File: src/logic/dtc_defs.svh
// Offsets, field positions, reset values and counts of the timer block.
// Assumes an 8-bit register port that decodes the full 8-bit address.
`ifndef DTC_DEFS_SVH
`define DTC_DEFS_SVH
// Register addresses
`define DTC_ADDR_CTRL 8'h88
`define DTC_ADDR_MODE 8'h89
`define DTC_ADDR_T0LO 8'h8a
`define DTC_ADDR_T1LO 8'h8b
`define DTC_ADDR_T0HI 8'h8c
`define DTC_ADDR_T1HI 8'h8d
// Reset values
`define DTC_CTRL_RST 8'h00
`define DTC_MODE_RST 8'h00
`define DTC_CNT_RST 8'h00
// Control register bit positions
`define DTC_B_TF1 7
`define DTC_B_TR1 6
`define DTC_B_TF0 5
`define DTC_B_TR0 4
`define DTC_B_IE1 3
`define DTC_B_IT1 2
`define DTC_B_IE0 1
`define DTC_B_IT0 0
// Mode register: one nibble per timer
`define DTC_T0_NIB 3:0
`define DTC_T1_NIB 7:4
`define DTC_N_GATE 3
`define DTC_N_CT 2
`define DTC_N_SEL 1:0
// Synchronised pin indices
`define DTC_P_EXT_IRQ0_PIN 0
`define DTC_P_EXT_IRQ1_PIN 1
`define DTC_P_CNT0 2
`define DTC_P_CNT1 3
// Core clocks per machine cycle
`define DTC_MCYC_CLKS 4'hc
`endif

File: src/logic/dtc_pkg.sv
// Types shared by the dual timer/counter block.
// Assumes dtc_defs.svh is included by the files that need the numbers.
package dtc_pkg;
	// Mode field values in order 00, 01, 10, 11
	typedef enum logic [1:0] {
		DTC_M13,
		DTC_M16,
		DTC_M8AR,
		DTC_MSPLIT
	} dtc_mode_t;
	// Result of one count step
	typedef struct packed {
		logic ovf;
		logic [7:0] lo;
		logic [7:0] hi;
	} dtc_cnt_t;
	// Whole state of the top module
	typedef struct packed {
		logic [3:0] s1;
		logic [3:0] s2;
		logic [3:0] s3;
		logic [3:0] filt;
		logic [3:0] div;
		logic [7:0] ctrl;
		logic [7:0] mode;
		logic [7:0] t0lo;
		logic [7:0] t0hi;
		logic [7:0] t1lo;
		logic [7:0] t1hi;
		logic [7:0] rdata;
		logic t1_ovf;
	} dtc_state_t;
endpackage

File: src/logic/dtc_top.sv
// Two timer/counters with external interrupt request flags.
// Assumes a core that pulses a vector acknowledge per interrupt source
// and a register master that never issues read and write together.
//
// Functional notes
// RQ1 - Timer 1 overflow sets control bit 7; vectoring clears it.
// RQ2 - Control bit 6 starts and stops timer 1.
// RQ3 - Timer 0 overflow sets control bit 5; vectoring clears it.
// RQ4 - Control bit 4 starts and stops timer 0.
// RQ5 - Bit 3 flags pin 1 edge or low; vector clears only edge.
// RQ6 - Bit 2: one picks falling edge, zero low level, for pin 1.
// RQ7 - Bit 1 flags pin 0 edge or low; vector clears only edge.
// RQ8 - Bit 0: one picks falling edge, zero low level, for pin 0.
// RQ9 - Level mode flag follows the pin; source releases the request.
// RQ10 - Each timer is a high and a low byte, joined per mode.
// RQ11 - Mode 0 counts 13 bits: high byte and five low bits.
// RQ12 - Wrap from all ones to zero sets the overflow flag.
// RQ13 - Counting needs run bit and either gate off or pin high.
// RQ14 - Setting run leaves the count registers untouched.
// RQ15 - Mode 1 counts all sixteen bits.
// RQ16 - Mode 2 reloads low byte from high byte on overflow.
// RQ17 - Timer 1 in mode 3 holds its count.
// RQ18 - Timer 0 mode 3 low byte keeps all timer 0 controls.
// RQ19 - Timer 0 mode 3 high byte uses timer 1 run and flag.
// RQ20 - Then timer 1 runs unless in mode 3, raising no flag.
// RQ21 - Source select one counts pin edges, zero machine cycles.
// RQ22 - Gate zero ignores the interrupt pin.
// RQ23 - Two-bit mode field: 13-bit, 16-bit, reload, split.
// RQ24 - Count pin is synchronised; each falling edge counts once.
`include "dtc_defs.svh"

module dtc_top
	import dtc_pkg::*;
(
	// Clock and reset
	input wire logic CLK,
	input wire logic RSTN,
	// Register port
	input wire logic [7:0] ADDR,
	input wire logic [7:0] WDATA,
	input wire logic WR,
	input wire logic RD,
	output logic [7:0] RDATA,
	// Vector acknowledges from the core
	input wire logic ACK_T0,
	input wire logic ACK_T1,
	input wire logic ACK_X0,
	input wire logic ACK_X1,
	// Pins
	input wire logic EXT_IRQ0_PIN,
	input wire logic EXT_IRQ1_PIN,
	input wire logic TIMER0_COUNT_PIN,
	input wire logic TIMER1_COUNT_PIN,
	// Flags to the interrupt controller
	output logic TIMER0_OVERFLOW_FLAG,
	output logic TIMER1_OVERFLOW_FLAG,
	output logic EXT_IRQ0_REQUEST_FLAG,
	output logic EXT_IRQ1_REQUEST_FLAG,
	// Timer 1 overflow pulse for baud use
	output logic T1_OVF_PULSE
);

	dtc_state_t st_r;
	dtc_state_t st_nxt;
	dtc_mode_t mode0;
	dtc_mode_t mode1;
	dtc_cnt_t step0;
	dtc_cnt_t step1;
	logic [3:0] settle;
	logic [3:0] fall;
	logic mcyc;
	logic t0m3;
	logic tr0;
	logic tr1;
	logic tick0;
	logic tick1;
	logic open0;
	logic open1;
	logic en0;
	logic en0h;
	logic en1;
	logic ovf0;
	logic ovf0h;
	logic ovf1;
	logic set_tf1;
	logic wr_ctrl;
	logic wr_mode;
	logic wr_t0lo;
	logic wr_t0hi;
	logic wr_t1lo;
	logic wr_t1hi;

	// One count step of a joined timer; split mode steps the low byte only
	function automatic dtc_cnt_t dtc_step(input dtc_mode_t m,
		input logic [7:0] lo, input logic [7:0] hi);
		dtc_cnt_t c;
		logic [13:0] w13;
		logic [16:0] w16;
		logic [8:0] w8;
		w13 = {1'b0, hi, lo[4:0]} + 14'h1;
		w16 = {1'b0, hi, lo} + 17'h1;
		w8 = {1'b0, lo} + 9'h1;
		c.ovf = 1'b0;
		c.lo = lo;
		c.hi = hi;
		unique case (m)
			DTC_M13: begin
				// Upper three low bits are left alone
				c.hi = w13[12:5]; // see RQ11
				c.lo = {lo[7:5], w13[4:0]}; // see RQ11
				c.ovf = w13[13]; // see RQ12
			end
			DTC_M16: begin
				c.hi = w16[15:8]; // see RQ15
				c.lo = w16[7:0]; // see RQ15
				c.ovf = w16[16]; // see RQ12
			end
			DTC_M8AR: begin
				c.ovf = w8[8]; // see RQ12
				c.lo = w8[8] ? hi : w8[7:0]; // see RQ16
			end
			DTC_MSPLIT: begin
				c.ovf = w8[8]; // see RQ18
				c.lo = w8[7:0]; // see RQ18
			end
		endcase
		return c;
	endfunction

	// Field decode of the mode and control registers
	assign mode0 = dtc_mode_t'(st_r.mode[`DTC_T0_NIB]); // see RQ23
	assign mode1 = dtc_mode_t'(st_r.mode[5:4]); // see RQ23
	assign t0m3 = (mode0 == DTC_MSPLIT);
	assign tr0 = st_r.ctrl[`DTC_B_TR0];
	assign tr1 = st_r.ctrl[`DTC_B_TR1];

	// A pin change counts once the second and third stages agree
	always_comb begin
		for (int i = 0; i < 4; i++) begin
			settle[i] = (st_r.s2[i] == st_r.s3[i]);
			fall[i] = settle[i] & st_r.filt[i] & ~st_r.s2[i]; // see RQ24
		end
	end

	// Machine cycle enable from the clock divider
	assign mcyc = (st_r.div == (`DTC_MCYC_CLKS - 4'h1));

	// Count source and gating per timer
	assign tick0 = st_r.mode[`DTC_N_CT] ? fall[`DTC_P_CNT0] : mcyc; // see RQ21
	assign tick1 = st_r.mode[4 + `DTC_N_CT] ? fall[`DTC_P_CNT1] : mcyc; // see RQ21
	assign open0 = ~st_r.mode[`DTC_N_GATE] | st_r.filt[`DTC_P_EXT_IRQ0_PIN]; // see RQ22
	assign open1 = ~st_r.mode[4 + `DTC_N_GATE] | st_r.filt[`DTC_P_EXT_IRQ1_PIN]; // see RQ22
	assign en0 = tr0 & open0 & tick0; // see RQ4 RQ13
	// In split mode timer 1 loses its run bit and runs unless in mode 3
	assign en1 = (t0m3 | tr1) & open1 & tick1 &
		(mode1 != DTC_MSPLIT); // see RQ2
	assign en0h = t0m3 & tr1 & mcyc; // see RQ19

	// Count steps and overflow events
	assign step0 = dtc_step(mode0, st_r.t0lo, st_r.t0hi); // see RQ10
	assign step1 = dtc_step(mode1, st_r.t1lo, st_r.t1hi); // see RQ10
	assign ovf0 = en0 & step0.ovf;
	assign ovf0h = en0h & (st_r.t0hi == 8'hff);
	assign ovf1 = en1 & step1.ovf;
	assign set_tf1 = t0m3 ? ovf0h : ovf1; // see RQ20

	// Register write decode
	assign wr_ctrl = WR & (ADDR == `DTC_ADDR_CTRL);
	assign wr_mode = WR & (ADDR == `DTC_ADDR_MODE);
	assign wr_t0lo = WR & (ADDR == `DTC_ADDR_T0LO);
	assign wr_t0hi = WR & (ADDR == `DTC_ADDR_T0HI);
	assign wr_t1lo = WR & (ADDR == `DTC_ADDR_T1LO);
	assign wr_t1hi = WR & (ADDR == `DTC_ADDR_T1HI);

	// Next state; a bus write to a count byte beats the count step
	always_comb begin
		st_nxt = st_r;
		// Three-stage pin synchroniser and settled level
		st_nxt.s1 = {TIMER1_COUNT_PIN, TIMER0_COUNT_PIN,
			EXT_IRQ1_PIN, EXT_IRQ0_PIN};
		st_nxt.s2 = st_r.s1;
		st_nxt.s3 = st_r.s2;
		for (int i = 0; i < 4; i++) begin
			if (settle[i]) begin
				st_nxt.filt[i] = st_r.s2[i];
			end
		end
		// Divider
		st_nxt.div = mcyc ? 4'h0 : st_r.div + 4'h1;
		// Timer 0 count
		if (en0) begin
			st_nxt.t0lo = step0.lo;
			if (!t0m3) begin
				st_nxt.t0hi = step0.hi;
			end
		end
		if (en0h) begin
			st_nxt.t0hi = st_r.t0hi + 8'h1; // see RQ19
		end
		// Timer 1 count; mode 3 holds since en1 stays low
		if (en1) begin
			st_nxt.t1lo = step1.lo; // see RQ17
			st_nxt.t1hi = step1.hi;
		end
		// Bus writes; run bit changes never touch the counts
		if (wr_t0lo) begin
			st_nxt.t0lo = WDATA; // see RQ14
		end
		if (wr_t0hi) begin
			st_nxt.t0hi = WDATA;
		end
		if (wr_t1lo) begin
			st_nxt.t1lo = WDATA;
		end
		if (wr_t1hi) begin
			st_nxt.t1hi = WDATA;
		end
		if (wr_mode) begin
			st_nxt.mode = WDATA;
		end
		if (wr_ctrl) begin
			st_nxt.ctrl = WDATA; // see RQ2
		end
		// Vector acknowledges clear flags
		if (ACK_T0) begin
			st_nxt.ctrl[`DTC_B_TF0] = 1'b0; // see RQ3
		end
		if (ACK_T1) begin
			st_nxt.ctrl[`DTC_B_TF1] = 1'b0; // see RQ1
		end
		if (ACK_X0 && st_r.ctrl[`DTC_B_IT0]) begin
			st_nxt.ctrl[`DTC_B_IE0] = 1'b0; // see RQ7
		end
		if (ACK_X1 && st_r.ctrl[`DTC_B_IT1]) begin
			st_nxt.ctrl[`DTC_B_IE1] = 1'b0; // see RQ5
		end
		// Hardware sets last so an event in a clear cycle is kept
		if (ovf0) begin
			st_nxt.ctrl[`DTC_B_TF0] = 1'b1; // see RQ3
		end
		if (set_tf1) begin
			st_nxt.ctrl[`DTC_B_TF1] = 1'b1; // see RQ1
		end
		// Edge mode latches a fall; level mode mirrors the pin
		if (st_r.ctrl[`DTC_B_IT0]) begin
			if (fall[`DTC_P_EXT_IRQ0_PIN]) begin
				st_nxt.ctrl[`DTC_B_IE0] = 1'b1; // see RQ8
			end
		end else begin
			st_nxt.ctrl[`DTC_B_IE0] = ~st_r.filt[`DTC_P_EXT_IRQ0_PIN]; // see RQ9
		end
		if (st_r.ctrl[`DTC_B_IT1]) begin
			if (fall[`DTC_P_EXT_IRQ1_PIN]) begin
				st_nxt.ctrl[`DTC_B_IE1] = 1'b1; // see RQ6
			end
		end else begin
			st_nxt.ctrl[`DTC_B_IE1] = ~st_r.filt[`DTC_P_EXT_IRQ1_PIN]; // see RQ9
		end
		// Baud pulse keeps running even when the flag goes to timer 0
		st_nxt.t1_ovf = ovf1; // see RQ20
		// Read data stand one cycle; unmapped reads give zero
		st_nxt.rdata = 8'h00;
		if (RD) begin
			unique case (ADDR)
				`DTC_ADDR_CTRL: st_nxt.rdata = st_r.ctrl;
				`DTC_ADDR_MODE: st_nxt.rdata = st_r.mode;
				`DTC_ADDR_T0LO: st_nxt.rdata = st_r.t0lo;
				`DTC_ADDR_T0HI: st_nxt.rdata = st_r.t0hi;
				`DTC_ADDR_T1LO: st_nxt.rdata = st_r.t1lo;
				`DTC_ADDR_T1HI: st_nxt.rdata = st_r.t1hi;
				default: st_nxt.rdata = 8'h00;
			endcase
		end
	end

	// State register; pins idle high so the synchroniser starts high
	always_ff @(posedge CLK or negedge RSTN) begin
		if (!RSTN) begin
			st_r <= '0;
			st_r.s1 <= 4'hf;
			st_r.s2 <= 4'hf;
			st_r.s3 <= 4'hf;
			st_r.filt <= 4'hf;
			st_r.ctrl <= `DTC_CTRL_RST;
			st_r.mode <= `DTC_MODE_RST;
			st_r.t0lo <= `DTC_CNT_RST;
			st_r.t0hi <= `DTC_CNT_RST;
			st_r.t1lo <= `DTC_CNT_RST;
			st_r.t1hi <= `DTC_CNT_RST;
		end else begin
			st_r <= st_nxt;
		end
	end

	// Outputs straight from the state register
	assign RDATA = st_r.rdata;
	assign TIMER0_OVERFLOW_FLAG = st_r.ctrl[`DTC_B_TF0];
	assign TIMER1_OVERFLOW_FLAG = st_r.ctrl[`DTC_B_TF1];
	assign EXT_IRQ0_REQUEST_FLAG = st_r.ctrl[`DTC_B_IE0];
	assign EXT_IRQ1_REQUEST_FLAG = st_r.ctrl[`DTC_B_IE1];
	assign T1_OVF_PULSE = st_r.t1_ovf;
endmodule

File: config.mk
export PLATFORM = sky130hd
export DESIGN_NAME = dtc_top
export DESIGN_NICKNAME = d
export VERILOG_FILES = /design/src/logic/dtc_pkg.sv /design/src/logic/dtc_top.sv
export VERILOG_INCLUDE_DIRS = /design/src /design/src/logic
export SDC_FILE = /design/constraint.sdc
export NUM_CORES = 1
export LEC_CHECK = 0
export BUFFER_PORTS_ARGS = -buffer_cell sky130_fd_sc_hd__buf_2
export CAP_MARGIN = 20
export CORE_ASPECT_RATIO = 2
export CORE_MARGIN = 2
export CORE_UTILIZATION = 40
export DETAILED_ROUTE_END_ITERATION = 10
export PLACE_DENSITY = 0.65
export SLEW_MARGIN = 5
export SYNTH_ARGS = -nofsm -noshare
export SYNTH_HDL_FRONTEND = slang
export SYNTH_SLANG_ARGS = --single-unit
File: constraint.sdc
create_clock -name CLK -period 2.25 [get_ports CLK]
set_input_delay 0.5625 -clock CLK [delete_from_list [all_inputs] [get_ports CLK]]
set_output_delay 0.5625 -clock CLK [all_outputs]
set_load 0.005 [all_outputs]
After elaboration in Yosys (flattened, before gate mapping):

Cells that the tools add are included.

* output and inout port bits: 13
* logic and storage cells: 136
* bits of input ports: 28
* bits in registers: 77

* equality and inequality tests: 24
* bitwise logic cells: 35
* multiplexer cells: 31
* add/subtract/negate cells: 8
* reduce and logical (&&, ||, !) cells: 16

Operators with widths (count)
* 8-bit two-way mux: 10
* 9-bit case mux with 4 select lines: 2
* 8-bit equality test, second input constant: 7
* 8-bit case mux with 6 select lines: 1
* 16-bit by 1-bit adder with 17-bit output, second input constant: 2
* 16-bit two-way mux: 2
* 8-bit case mux with 2 select lines: 2
* 13-bit by 1-bit adder with 14-bit output, second input constant: 2
* 1-bit AND: 24
* 8-bit by 1-bit adder with 9-bit output, second input constant: 2
* 1-bit two-way mux: 13
* 3-bit nonzero test: 4
* 8-bit by 1-bit adder with 8-bit output, second input constant: 1
* 2-bit equality test, second input constant: 4
* 4-bit by 1-bit inequality test with 1-bit output, second input constant: 2
* 1-bit inverter: 8
* 2-bit inequality test, second input constant: 3
* 2-bit AND reduction: 3
* 2-bit nonzero test: 3
* 4-bit by 1-bit adder with 4-bit output, second input constant: 1
* 1-bit equality test: 4
* 2-bit by 1-bit equality test with 1-bit output, second input constant: 2
* 4-bit equality test, second input constant: 1
* 2-bit zero test: 2
* other kinds (6): 9

Longest topological paths before layout:

Gate-level depths: netlist (run 1).

* depth after elaboration: 9
* gate-level depth with buffers: 8
* mapped depth without buffers: 6

Worst setup path before layout (run 1):

OpenSTA, ideal clock, no wires.

* kind: input-to-reg
* start: input ADDR[5]
* end: register st_r[22] (netlist bit)
* path buffers: 2
* setup slack: 0.144 ns
* data arrival time: 2.010 ns
* setup time: 0.095 ns
* stages on the path: 7
* data required time: 2.155 ns
* cells stage by stage: or4b_4 -> nor4_4 -> and2_1 -> buf_6 -> buf_8 -> nand2_1 -> o31ai_1

* longest elaborated chain between the ends: 4
* elaborated cells between the ends (all ways): 6
* classes of those cells: eq/ne: 2; mux: 1; bitwise: 1; reduce/logical: 2

Ends and longest elaborated chain
* start, declared: RTL line dtc_top.sv:39 `input wire logic [7:0] ADDR,`
* 8-bit equality test (*)
* 1-bit AND (*): RTL line dtc_top.sv:172 `` assign wr_t1lo = WR & (ADDR == `DTC_ADDR_T1LO); ``
* 2-bit inequality test (no source line) / 2-bit nonzero test (equally long branches)
* 2-bit AND reduction (no source line)
* end signal, assigned: RTL line dtc_top.sv:291 `st_r <= st_nxt;`
* end, declared: RTL line dtc_top.sv:63 `dtc_state_t st_r;`

Mark *: on every way between the ends. The rest lies on a longest branch, timed or not.
A chain may end at the register's enable or synchronous reset.

Final worst setup path (run 1):

* start: register st_r[57] (netlist bit)
* end: register st_r[19] (netlist bit)

* longest elaborated chain between the ends: 5

Ends and longest elaborated chain
* 4-bit equality test: RTL line dtc_top.sv:146 `` assign mcyc = (st_r.div == (`DTC_MCYC_CLKS - 4'h1)); ``
* 1-bit two-way mux: RTL line dtc_top.sv:150 `` assign tick1 = st_r.mode[4 + `DTC_N_CT] ? fall[`DTC_P_CNT1] : mcyc; ``
* 1-bit AND (2 in series): RTL line dtc_top.sv:155 `assign en1 = (t0m3 | tr1) & open1 & tick1 &`
* 2-bit nonzero test (no source line)

Every way passes these cells.

==> parameters.txt, run 1 <==
Parameter                              Value

Timing
  Final min period ... 2.23 ns
  Max-Slew Margin vs Limit ... 63.5%
  Clock skew ... 0.0100 ns
  Worst setup margin ... 0.0184 ns
  Number of setup violations in the final report ... 0
  Maximum clock frequency ... 448 MHz
  Max-slew violation count ... 0
  Slew at the pin closest to its max-slew limit ... 0.546 ns
  Post-route fraction of the period consumed by the critical path ... 99.2%
  Final hold viol count ... 0

CTS
  Number of H-tree levels ... 3
  Clock-pin slew on the worst setup and hold paths ... 0.07 ns
  Sinks on Clock Net ... 77
  Clock buffers created by TritonCTS ... 9
  Source-to-sink clock delay at the later pin of the worst-skew pair ... 0.34 ns
  Postcts setup bufs ... 0
  Buffers from clock root to sink, at most ... 2
  Root Buffer Master ... clkbuf_16
  CTS tree ... yes

Job
  Count of maximum capacitance violations ... 0

Power and ir drop
  Total power divided by cell area ... 673 mW/mm²
  Internal Dissipation ... 2670 µW
  Sw Pwr ... 1020 µW
  Switching portion of total power ... 27.7%
  Combinational group share of total power ... 13.4%
  Proportion of power drawn by the clock network ... 43.4%
  Peak supply drop ... 0.367 mV
  Leakage dissipation ... 0.00229 µW
  Sequential share of power ... 43.2%

Floorplan
  Total I/O pin count ... 41
  Die footprint ... 0.0125 mm²
  Height of the die ... 156 µm
  Core footprint ... 0.0113 mm²
  Row count ... 55
  Initial Util ... 41.0%
  Die boundary width ... 80.1 µm

Synthesis
  Area contributors post-synth ... dfrtp_1 33%, dfstp_2 9.1%, mux2_2 4.9%, nor2_1 3.2%, mux2i_1 2.6%
  Cell variety after synth ... 74
  Top cell type's share of synthesized area ... 33.0%
  Top flip-flop cell by instance count after synthesis ... dfrtp_1
  Average instance area after synthesis ... 9.83 µm²
  Post-synth ARST share ... 100%
  Gate Count Post-Synth ... 471
  Share of synthesized area occupied by flip-flops and latches ... 42.1%
  Most frequent cell after synthesis ... dfrtp_1
  Number of enable flip-flop cells after synthesis ... 0
  Most frequent cells after synthesis ... 61 x dfrtp_1, 40 x nor2_1, 32 x nand2_1, 22 x nand3_1, 20 x mux2_2
  Synth Net Count ... 503
  #FFs+latches synth ... 77
  Yosys top cell by area ... dfrtp_1
  Warnings from Yosys ... 0
  Synthesized area ... 0.00463 mm²

Finish
  Combined flip-flop and latch cell area ... 0.00195 mm²
  Share of final-layout standard cells stronger than drive strength 1 ... 28.0%
  Area Overhead vs Synth ... 18.7%
  Utilization after layout ... 48.7%
  # fillers ... 1031
  Total area of multi-input combinational cells ... 0.00248 mm²
  NumNets Final ... 562
  Number of antenna repair diodes ... 0

Global routing
  Global-route wire length before repair ... 23900 µm
  Number of global-route vias before repair ... 4292
  Total grt overflow ... 0
  Largest net degree at the start of global routing ... 53
  Initial antenna violation count ... 0
  Global Route Usage Sum ... 25.8%

Critical path
  Kind of launch point of the worst setup path ... register
  Worst path required time ... 2.46 ns
  Type of the worst setup path ... register to register
  Ordered list of cells on the worst path ... ha_1, nor4bb_2, o211ai_1, a21o_1, a221oi_1, o31ai_2
  Top Family by Delay on Critical Path ... compound AO/OA/AOI/OAI gates
  Critical path peak fanout ... 4
  CP max-delay cell ... nor4bb_2
  Data arrival, critical path ... 2.44 ns
  Max incr delay on CP ... 0.42 ns
  Critical Path Sink Type ... register
  Buf+Inv Stages, Crit Path ... 0

Placed design
  Detail Placement HPWL ... 11500 µm
  Weighted congestion reported at the end of routability-driven placement ... 0.988
  Buffers on Ports ... 40
  Placement-stage worst setup slack ... -0.00644 ns

Drt
  Antenna viol nets, final ... 0
  Total vias in the final route ... 4225
  Violation count after the first detailed-routing iteration ... 404
  Detailed route wirelength on metal2 ... 7990 µm
  Drt via density ... 6.24
  DRC viols ... 0
  Post-Route WL ... 15200 µm
  Wire per inst ... 22.4 µm
  Metal-1 WL ... 5050 µm
  Routed wl met3 ... 731 µm
  TritonRoute pass-1 iters ... 6
  Uppermost signal routing layer after detailed routing ... met4

Hold path
  Path category of the worst min-delay check ... primary input to asynchronous set/reset pin

Outcome
  Result of the run ... finished clean
worst reg2reg max path: stages (launching register included):
cell and delay [ns]:
dfrtp_1 0.37, ha_1 0.22, nor4bb_2 0.42, o211ai_1 0.31, a21o_1 0.29, a221oi_1 0.37, o31ai_2 0.13
path summary, 6_finish.rpt:
| check | startpoint | endpoint | slack, ns | depth (start not counted) |
|---|---|---|---|---|
| max in group asynchronous | RSTN | st_r[68] | 1.48 | 2 |
| worst min register to register | st_nxt[70] | st_nxt[66] | 0.36 | 0 |
| worst max-delay path | st_r[57] | st_r[19] | 0.02 | 6 |
| min in group CLK | TIMER0_COUNT_PIN | st_nxt[71] | 0.31 | 1 |
| worst max register to register | st_r[57] | st_r[19] | 0.02 | 6 |
| worst min-delay path | RSTN | EXT_IRQ0_REQUEST_FLAG | 0.13 | 1 |
kinds of logic after synthesis:
family                   after synthesis  share of synthesized area (%)
AO/OA/AOI/OAI                        123                           19.4
flip-flops                            77                           42.1
buffers and inverters                 42                           4.76
AND/OR/NAND/NOR                      174                           21.5
multiplexers                          32                           7.46
adder cells (fa/ha/maj)                8                           1.95
XOR/XNOR                              15                           2.84
through the flow:
stage                     hold slack (ns)  instances  total power [µW]  setup TNS (ns)  cell area, µm²
after global routing                0.154        677              3830         -0.0762            5500
after CTS                           0.145        677              3710               0            5480
after global placement              0.346        661              2090               0            5160
final                               0.131        677              3700               0            5500
after floorplan                     0.267        471              1870               0            4630
after detailed placement            0.347        661              2100        -0.00644            5160
registers in the layout, summed over array words and instances, names as in the netlist:
| register | flops |
|---|---|
| mode0 | 2 |
| EXT_IRQ0_REQUEST_FLAG | 1 |
| TIMER1_OVERFLOW_FLAG | 1 |
| TIMER0_OVERFLOW_FLAG | 1 |
| st_r | 52 |
| RDATA | 8 |
| EXT_IRQ1_REQUEST_FLAG | 1 |
| st_nxt | 8 |
| mode1 | 2 |
| T1_OVF_PULSE | 1 |
cell type report:
type | instances | area share [%]
Clock buffer | 10 | 4.17
Sequential cell | 77 | 35.4
Multi-Input combinational cell | 352 | 45.1
Inverter | 9 | 0.615
Tap cell | 142 | 3.23
Clock inverter | 6 | 1.71
Timing Repair Buffer | 81 | 9.74
power groups by stage:
stage	Sequential, µW	Clock, µW	Combinational [µW]
final	1600	1600	496
after detailed placement	1620	0	487
after floorplan	1560	0	306
after global routing	1610	1680	544
after global placement	1610	0	477
after CTS	1590	1630	490
layer usage:
metal  vias up  global-route usage, %
met5         -                      0
met4         0                   20.7
met3        84                   4.11
met2       198                   44.6
met1      2050                   26.7
li1       1893                      -
repair_timing:
action,in CTS,in global routing
endpoints found under the hold margin,0,0
setup endpoints to repair,0,5
gates resized for setup,0,3
hold buffers,0,0
cell usage in the layout (no fill, tap or decap), types with 3 or more instances in the layout:
| cell | Yosys | layout |
|---|---|---|
| dfrtp_1 | 61 | 61 |
| nor2_1 | 40 | 40 |
| buf_4 | 10 | 40 |
| buf_2 | 3 | 39 |
| nand2_1 | 32 | 32 |
| nand3_1 | 22 | 22 |
| mux2_2 | 20 | 20 |
| dfstp_2 | 16 | 16 |
| a21oi_1 | 14 | 14 |
| o21ai_0 | 13 | 13 |
| mux2i_1 | 12 | 12 |
| a31oi_1 | 12 | 12 |
| xor2_1 | 11 | 11 |
| and3_1 | 10 | 10 |
| inv_1 | 9 | 9 |
| nand4_1 | 9 | 9 |
| clkbuf_16 | 0 | 9 |
| a21o_1 | 8 | 8 |
| or3_1 | 8 | 8 |
| a21boi_0 | 7 | 7 |
| a211oi_1 | 7 | 7 |
| o31ai_1 | 8 | 7 |
| nor2b_1 | 6 | 6 |
| a222oi_1 | 6 | 6 |
| a22oi_1 | 6 | 6 |
| a22o_1 | 5 | 5 |
| o2111ai_1 | 5 | 5 |
| nand2b_1 | 5 | 5 |
| nor3_1 | 5 | 5 |
| and2_1 | 5 | 5 |
| o22ai_1 | 5 | 5 |
| and4_1 | 4 | 4 |
| xnor2_1 | 4 | 4 |
| maj3_1 | 4 | 4 |
| ha_1 | 4 | 4 |
| and2_0 | 3 | 3 |
| o211ai_1 | 3 | 3 |
| o21ai_2 | 3 | 3 |
| inv_6 | 0 | 3 |
Power figures use the tool's default switching activity.
==> run 2, diff against run 1 <==
--- a/config.mk
+++ b/config.mk
@@ -12,7 +12,7 @@
 export CORE_MARGIN = 2
 export CORE_UTILIZATION = 40
 export DETAILED_ROUTE_END_ITERATION = 10
-export PLACE_DENSITY = 0.65
+export PLACE_DENSITY = 0.61
 export SLEW_MARGIN = 5
 export SYNTH_ARGS = -nofsm -noshare
 export SYNTH_HDL_FRONTEND = slang
==> parameters.txt, run 2 (synthesis results as in run 1) <==
Parameter                              Value

Outcome
  Result of the run ... finished clean

Job
  Count of maximum capacitance violations ... 0 (unchanged)

Timing
  Maximum clock frequency ... 474 MHz (+5.8%)
  Final min period ... 2.11 ns (-0.123 ns)
  Worst setup margin ... 0.142 ns (+0.123 ns)
  Smallest hold slack ... 0.177 ns (+0.0456 ns)
  Final hold viol count ... 0 (unchanged)
  Slew at the pin closest to its max-slew limit ... 0.615 ns (+0.0688 ns)
  Max-slew violation count ... 0 (unchanged)
  Post-route fraction of the period consumed by the critical path ... 93.7% (-5.5 points)
  Number of setup violations in the final report ... 0 (unchanged)
  Max-Slew Margin vs Limit ... 59.0% (-4.4 points)
  Unrepaired setup endpoints after global routing ... false
  Clock skew ... 0.00656 ns (-0.00346 ns)

Drt
  Drt via density ... 6.18 (-0.97%)
  Violation count after the first detailed-routing iteration ... 323 (-20%)
  Total vias in the final route ... 4221 (-0.095%)
  Post-Route WL ... 15200 µm (+0.20%)
  Antenna viol nets, final ... 0 (unchanged)
  TritonRoute pass-1 iters ... 6 (unchanged)
  DRC viols ... 0 (unchanged)
  Wire per inst ... 22.3 µm (-0.68%)

Floorplan
  Height of the die ... 156 µm (unchanged)
  Row count ... 55 (unchanged)
  Total I/O pin count ... 41 (unchanged)
  Initial Util ... 41.0% (unchanged)
  Die footprint ... 0.0125 mm² (unchanged)
  Die boundary width ... 80.1 µm (unchanged)
  Core footprint ... 0.0113 mm² (unchanged)

Placed design
  Placement-stage worst setup slack ... -0.0286 ns (-0.0221 ns)
  Buffers on Ports ... 40 (unchanged)
  Weighted congestion reported at the end of routability-driven placement ... 0.921 (-6.8%)
  Detail Placement HPWL ... 11900 µm (+3.0%)

CTS
  Clock buffers created by TritonCTS ... 9 (unchanged)
  Buffers from clock root to sink, at most ... 2 (unchanged)
  Root Buffer Master ... clkbuf_16
  Number of H-tree levels ... 3 (unchanged)
  Source-to-sink clock delay at the later pin of the worst-skew pair ... 0.34 ns (about the same)
  Sinks on Clock Net ... 77 (unchanged)
  Number of hold-repair buffers added at the cts stage ... 0 (unchanged)
  CTS tree ... yes
  Clock-pin slew on the worst setup and hold paths ... 0.06 ns (about the same)

Global routing
  Initial antenna violation count ... 0 (unchanged)
  Global Route Usage Sum ... 25.3% (-0.46 points)
  Largest net degree at the start of global routing ... 43 (-19%)
  Total grt overflow ... 0 (unchanged)
  Global-route wire length before repair ... 23300 µm (-2.7%)
  Number of global-route vias before repair ... 4239 (-1.2%)

Critical path
  Critical path peak fanout ... 5 (+1)
  Type of the worst setup path ... register to register
  Kind of launch point of the worst setup path ... register
  CP max-delay cell ... dfrtp_1
  Ordered list of cells on the worst path ... ha_2, nand4_1, nor3_2, buf_4, mux2_2, mux2i_1, o21ai_2
  Worst path required time ... 2.48 ns (+0.02 ns)
  Data arrival, critical path ... 2.34 ns (-0.10 ns)
  Max incr delay on CP ... 0.45 ns (+0.03 ns)
  Top Family by Delay on Critical Path ... simple AND/OR/NAND/NOR gates
  Critical Path Sink Type ... register
  Buf+Inv Stages, Crit Path ... 1 (+1)

Power and ir drop
  Post-layout total power ... 3520 µW (-4.8%)
  Leakage dissipation ... 0.00230 µW (+0.43%)
  Internal Dissipation ... 2470 µW (-7.7%)
  Switching portion of total power ... 29.9% (+2.2 points)
  Peak supply drop ... 0.563 mV (+53%)
  Total power divided by cell area ... 639 mW/mm² (-5.0%)
  Proportion of power drawn by the clock network ... 40.4% (-3.0 points)
  Combinational group share of total power ... 13.9% (+0.5 points)
  Sequential share of power ... 45.7% (+2.5 points)
  Sw Pwr ... 1050 µW (+2.8%)

Finish
  Flip-flop count of the largest register, all copies and words added ... 52 (unchanged)
  NumNets Final ... 568 (+1.1%)
  # fillers ... 1100 (+6.7%)
  Combined flip-flop and latch cell area ... 0.00195 mm² (unchanged)
  Total area of multi-input combinational cells ... 0.00248 mm² (-0.10%)
  Largest reg by FF count ... st_r
  Commonest cells after routing, fill and taps aside ... 61 x dfrtp_1, 46 x buf_4, 40 x nor2_1
  Share of final-layout standard cells stronger than drive strength 1 ... 29.0% (+0.98 points)
  Number of antenna repair diodes ... 0 (unchanged)
  Area Overhead vs Synth ... 18.9%
  Most common cell after layout, fill and taps aside ... dfrtp_1

Hold path
  Path category of the worst min-delay check ... primary input to asynchronous set/reset pin
-- run 2: changes by cell type in the layout (fill, tap and decap cells not counted), sizes merged --
cell	before	now
clkinv	0	1
buf	81	87
inv	12	14
clkbuf	10	9
bufinv	2	0
-- run 2: routing by layer --
layer  global-route usage, %  routed length, µm
met5                       0                  0
met4                    20.5               1350
met3                    3.36                749
met2                    44.8               8080
met1                    25.6               5040
-- run 2: worst paths after layout --
check                              from          to  slack, ns  cells past startpoint
min reg2reg                  st_nxt[71]  st_nxt[67]       0.36                      0
max                            st_r[18]    st_r[20]       0.14                      7
min in group CLK           EXT_IRQ1_PIN  st_nxt[70]       0.31                      1
max in group asynchronous          RSTN    st_r[63]       1.41                      2
min                                RSTN    RDATA[6]       0.18                      1
max reg2reg                    st_r[18]    st_r[20]       0.14                      7
-- run 2: worst register-to-register path, stage by stage (launching register included) --
cell and delay, ns:
dfrtp_1 0.45, ha_2 0.27, nand4_1 0.23, nor3_2 0.28, buf_4 0.19, mux2_2 0.32
mux2i_1 0.19, o21ai_2 0.06
-- run 2: cell type report --
type                       instances  area share, %
tap                              142           3.23
inverter                           9          0.614
timing repair buffer              87           10.5
multi-input combinational        352           45.0
clock inverter                     7           1.14
clock buffer                       9           4.09
sequential                        77           35.4
-- run 2: power by group through the flow --
stage | Sequential [µW] | Clock (µW) | Combinational, µW
2_1_floorplan | 1560 | 0 | 306
3_3_place_gp | 1620 | 0 | 471
3_5_place_dp | 1630 | 0 | 482
4_1_cts | 1600 | 1440 | 486
5_1_grt | 1620 | 1500 | 538
6_report | 1610 | 1420 | 489
-- run 2: what timing repair did --
item / 4_1_cts / 5_1_grt
setup endpoints to repair: 0 / 6
setup buffers: 0 / 1
endpoints found under the hold margin: 0 / 0
resized for setup: 0 / 3
-- run 2: metrics by stage --
| step | std cells | utilization (%) | cell area, µm² | TNS, ns |
|---|---|---|---|---|
| after floorplan | 471 | - | 4630 | 0 |
| after global placement | 666 | 46.0 | 5190 | -0.118 |
| after detailed placement | 666 | 46.0 | 5190 | -0.145 |
| after CTS | 682 | 48.6 | 5480 | 0 |
| after global routing | 683 | 48.8 | 5500 | 0 |
| final | 683 | 48.8 | 5500 | 0 |
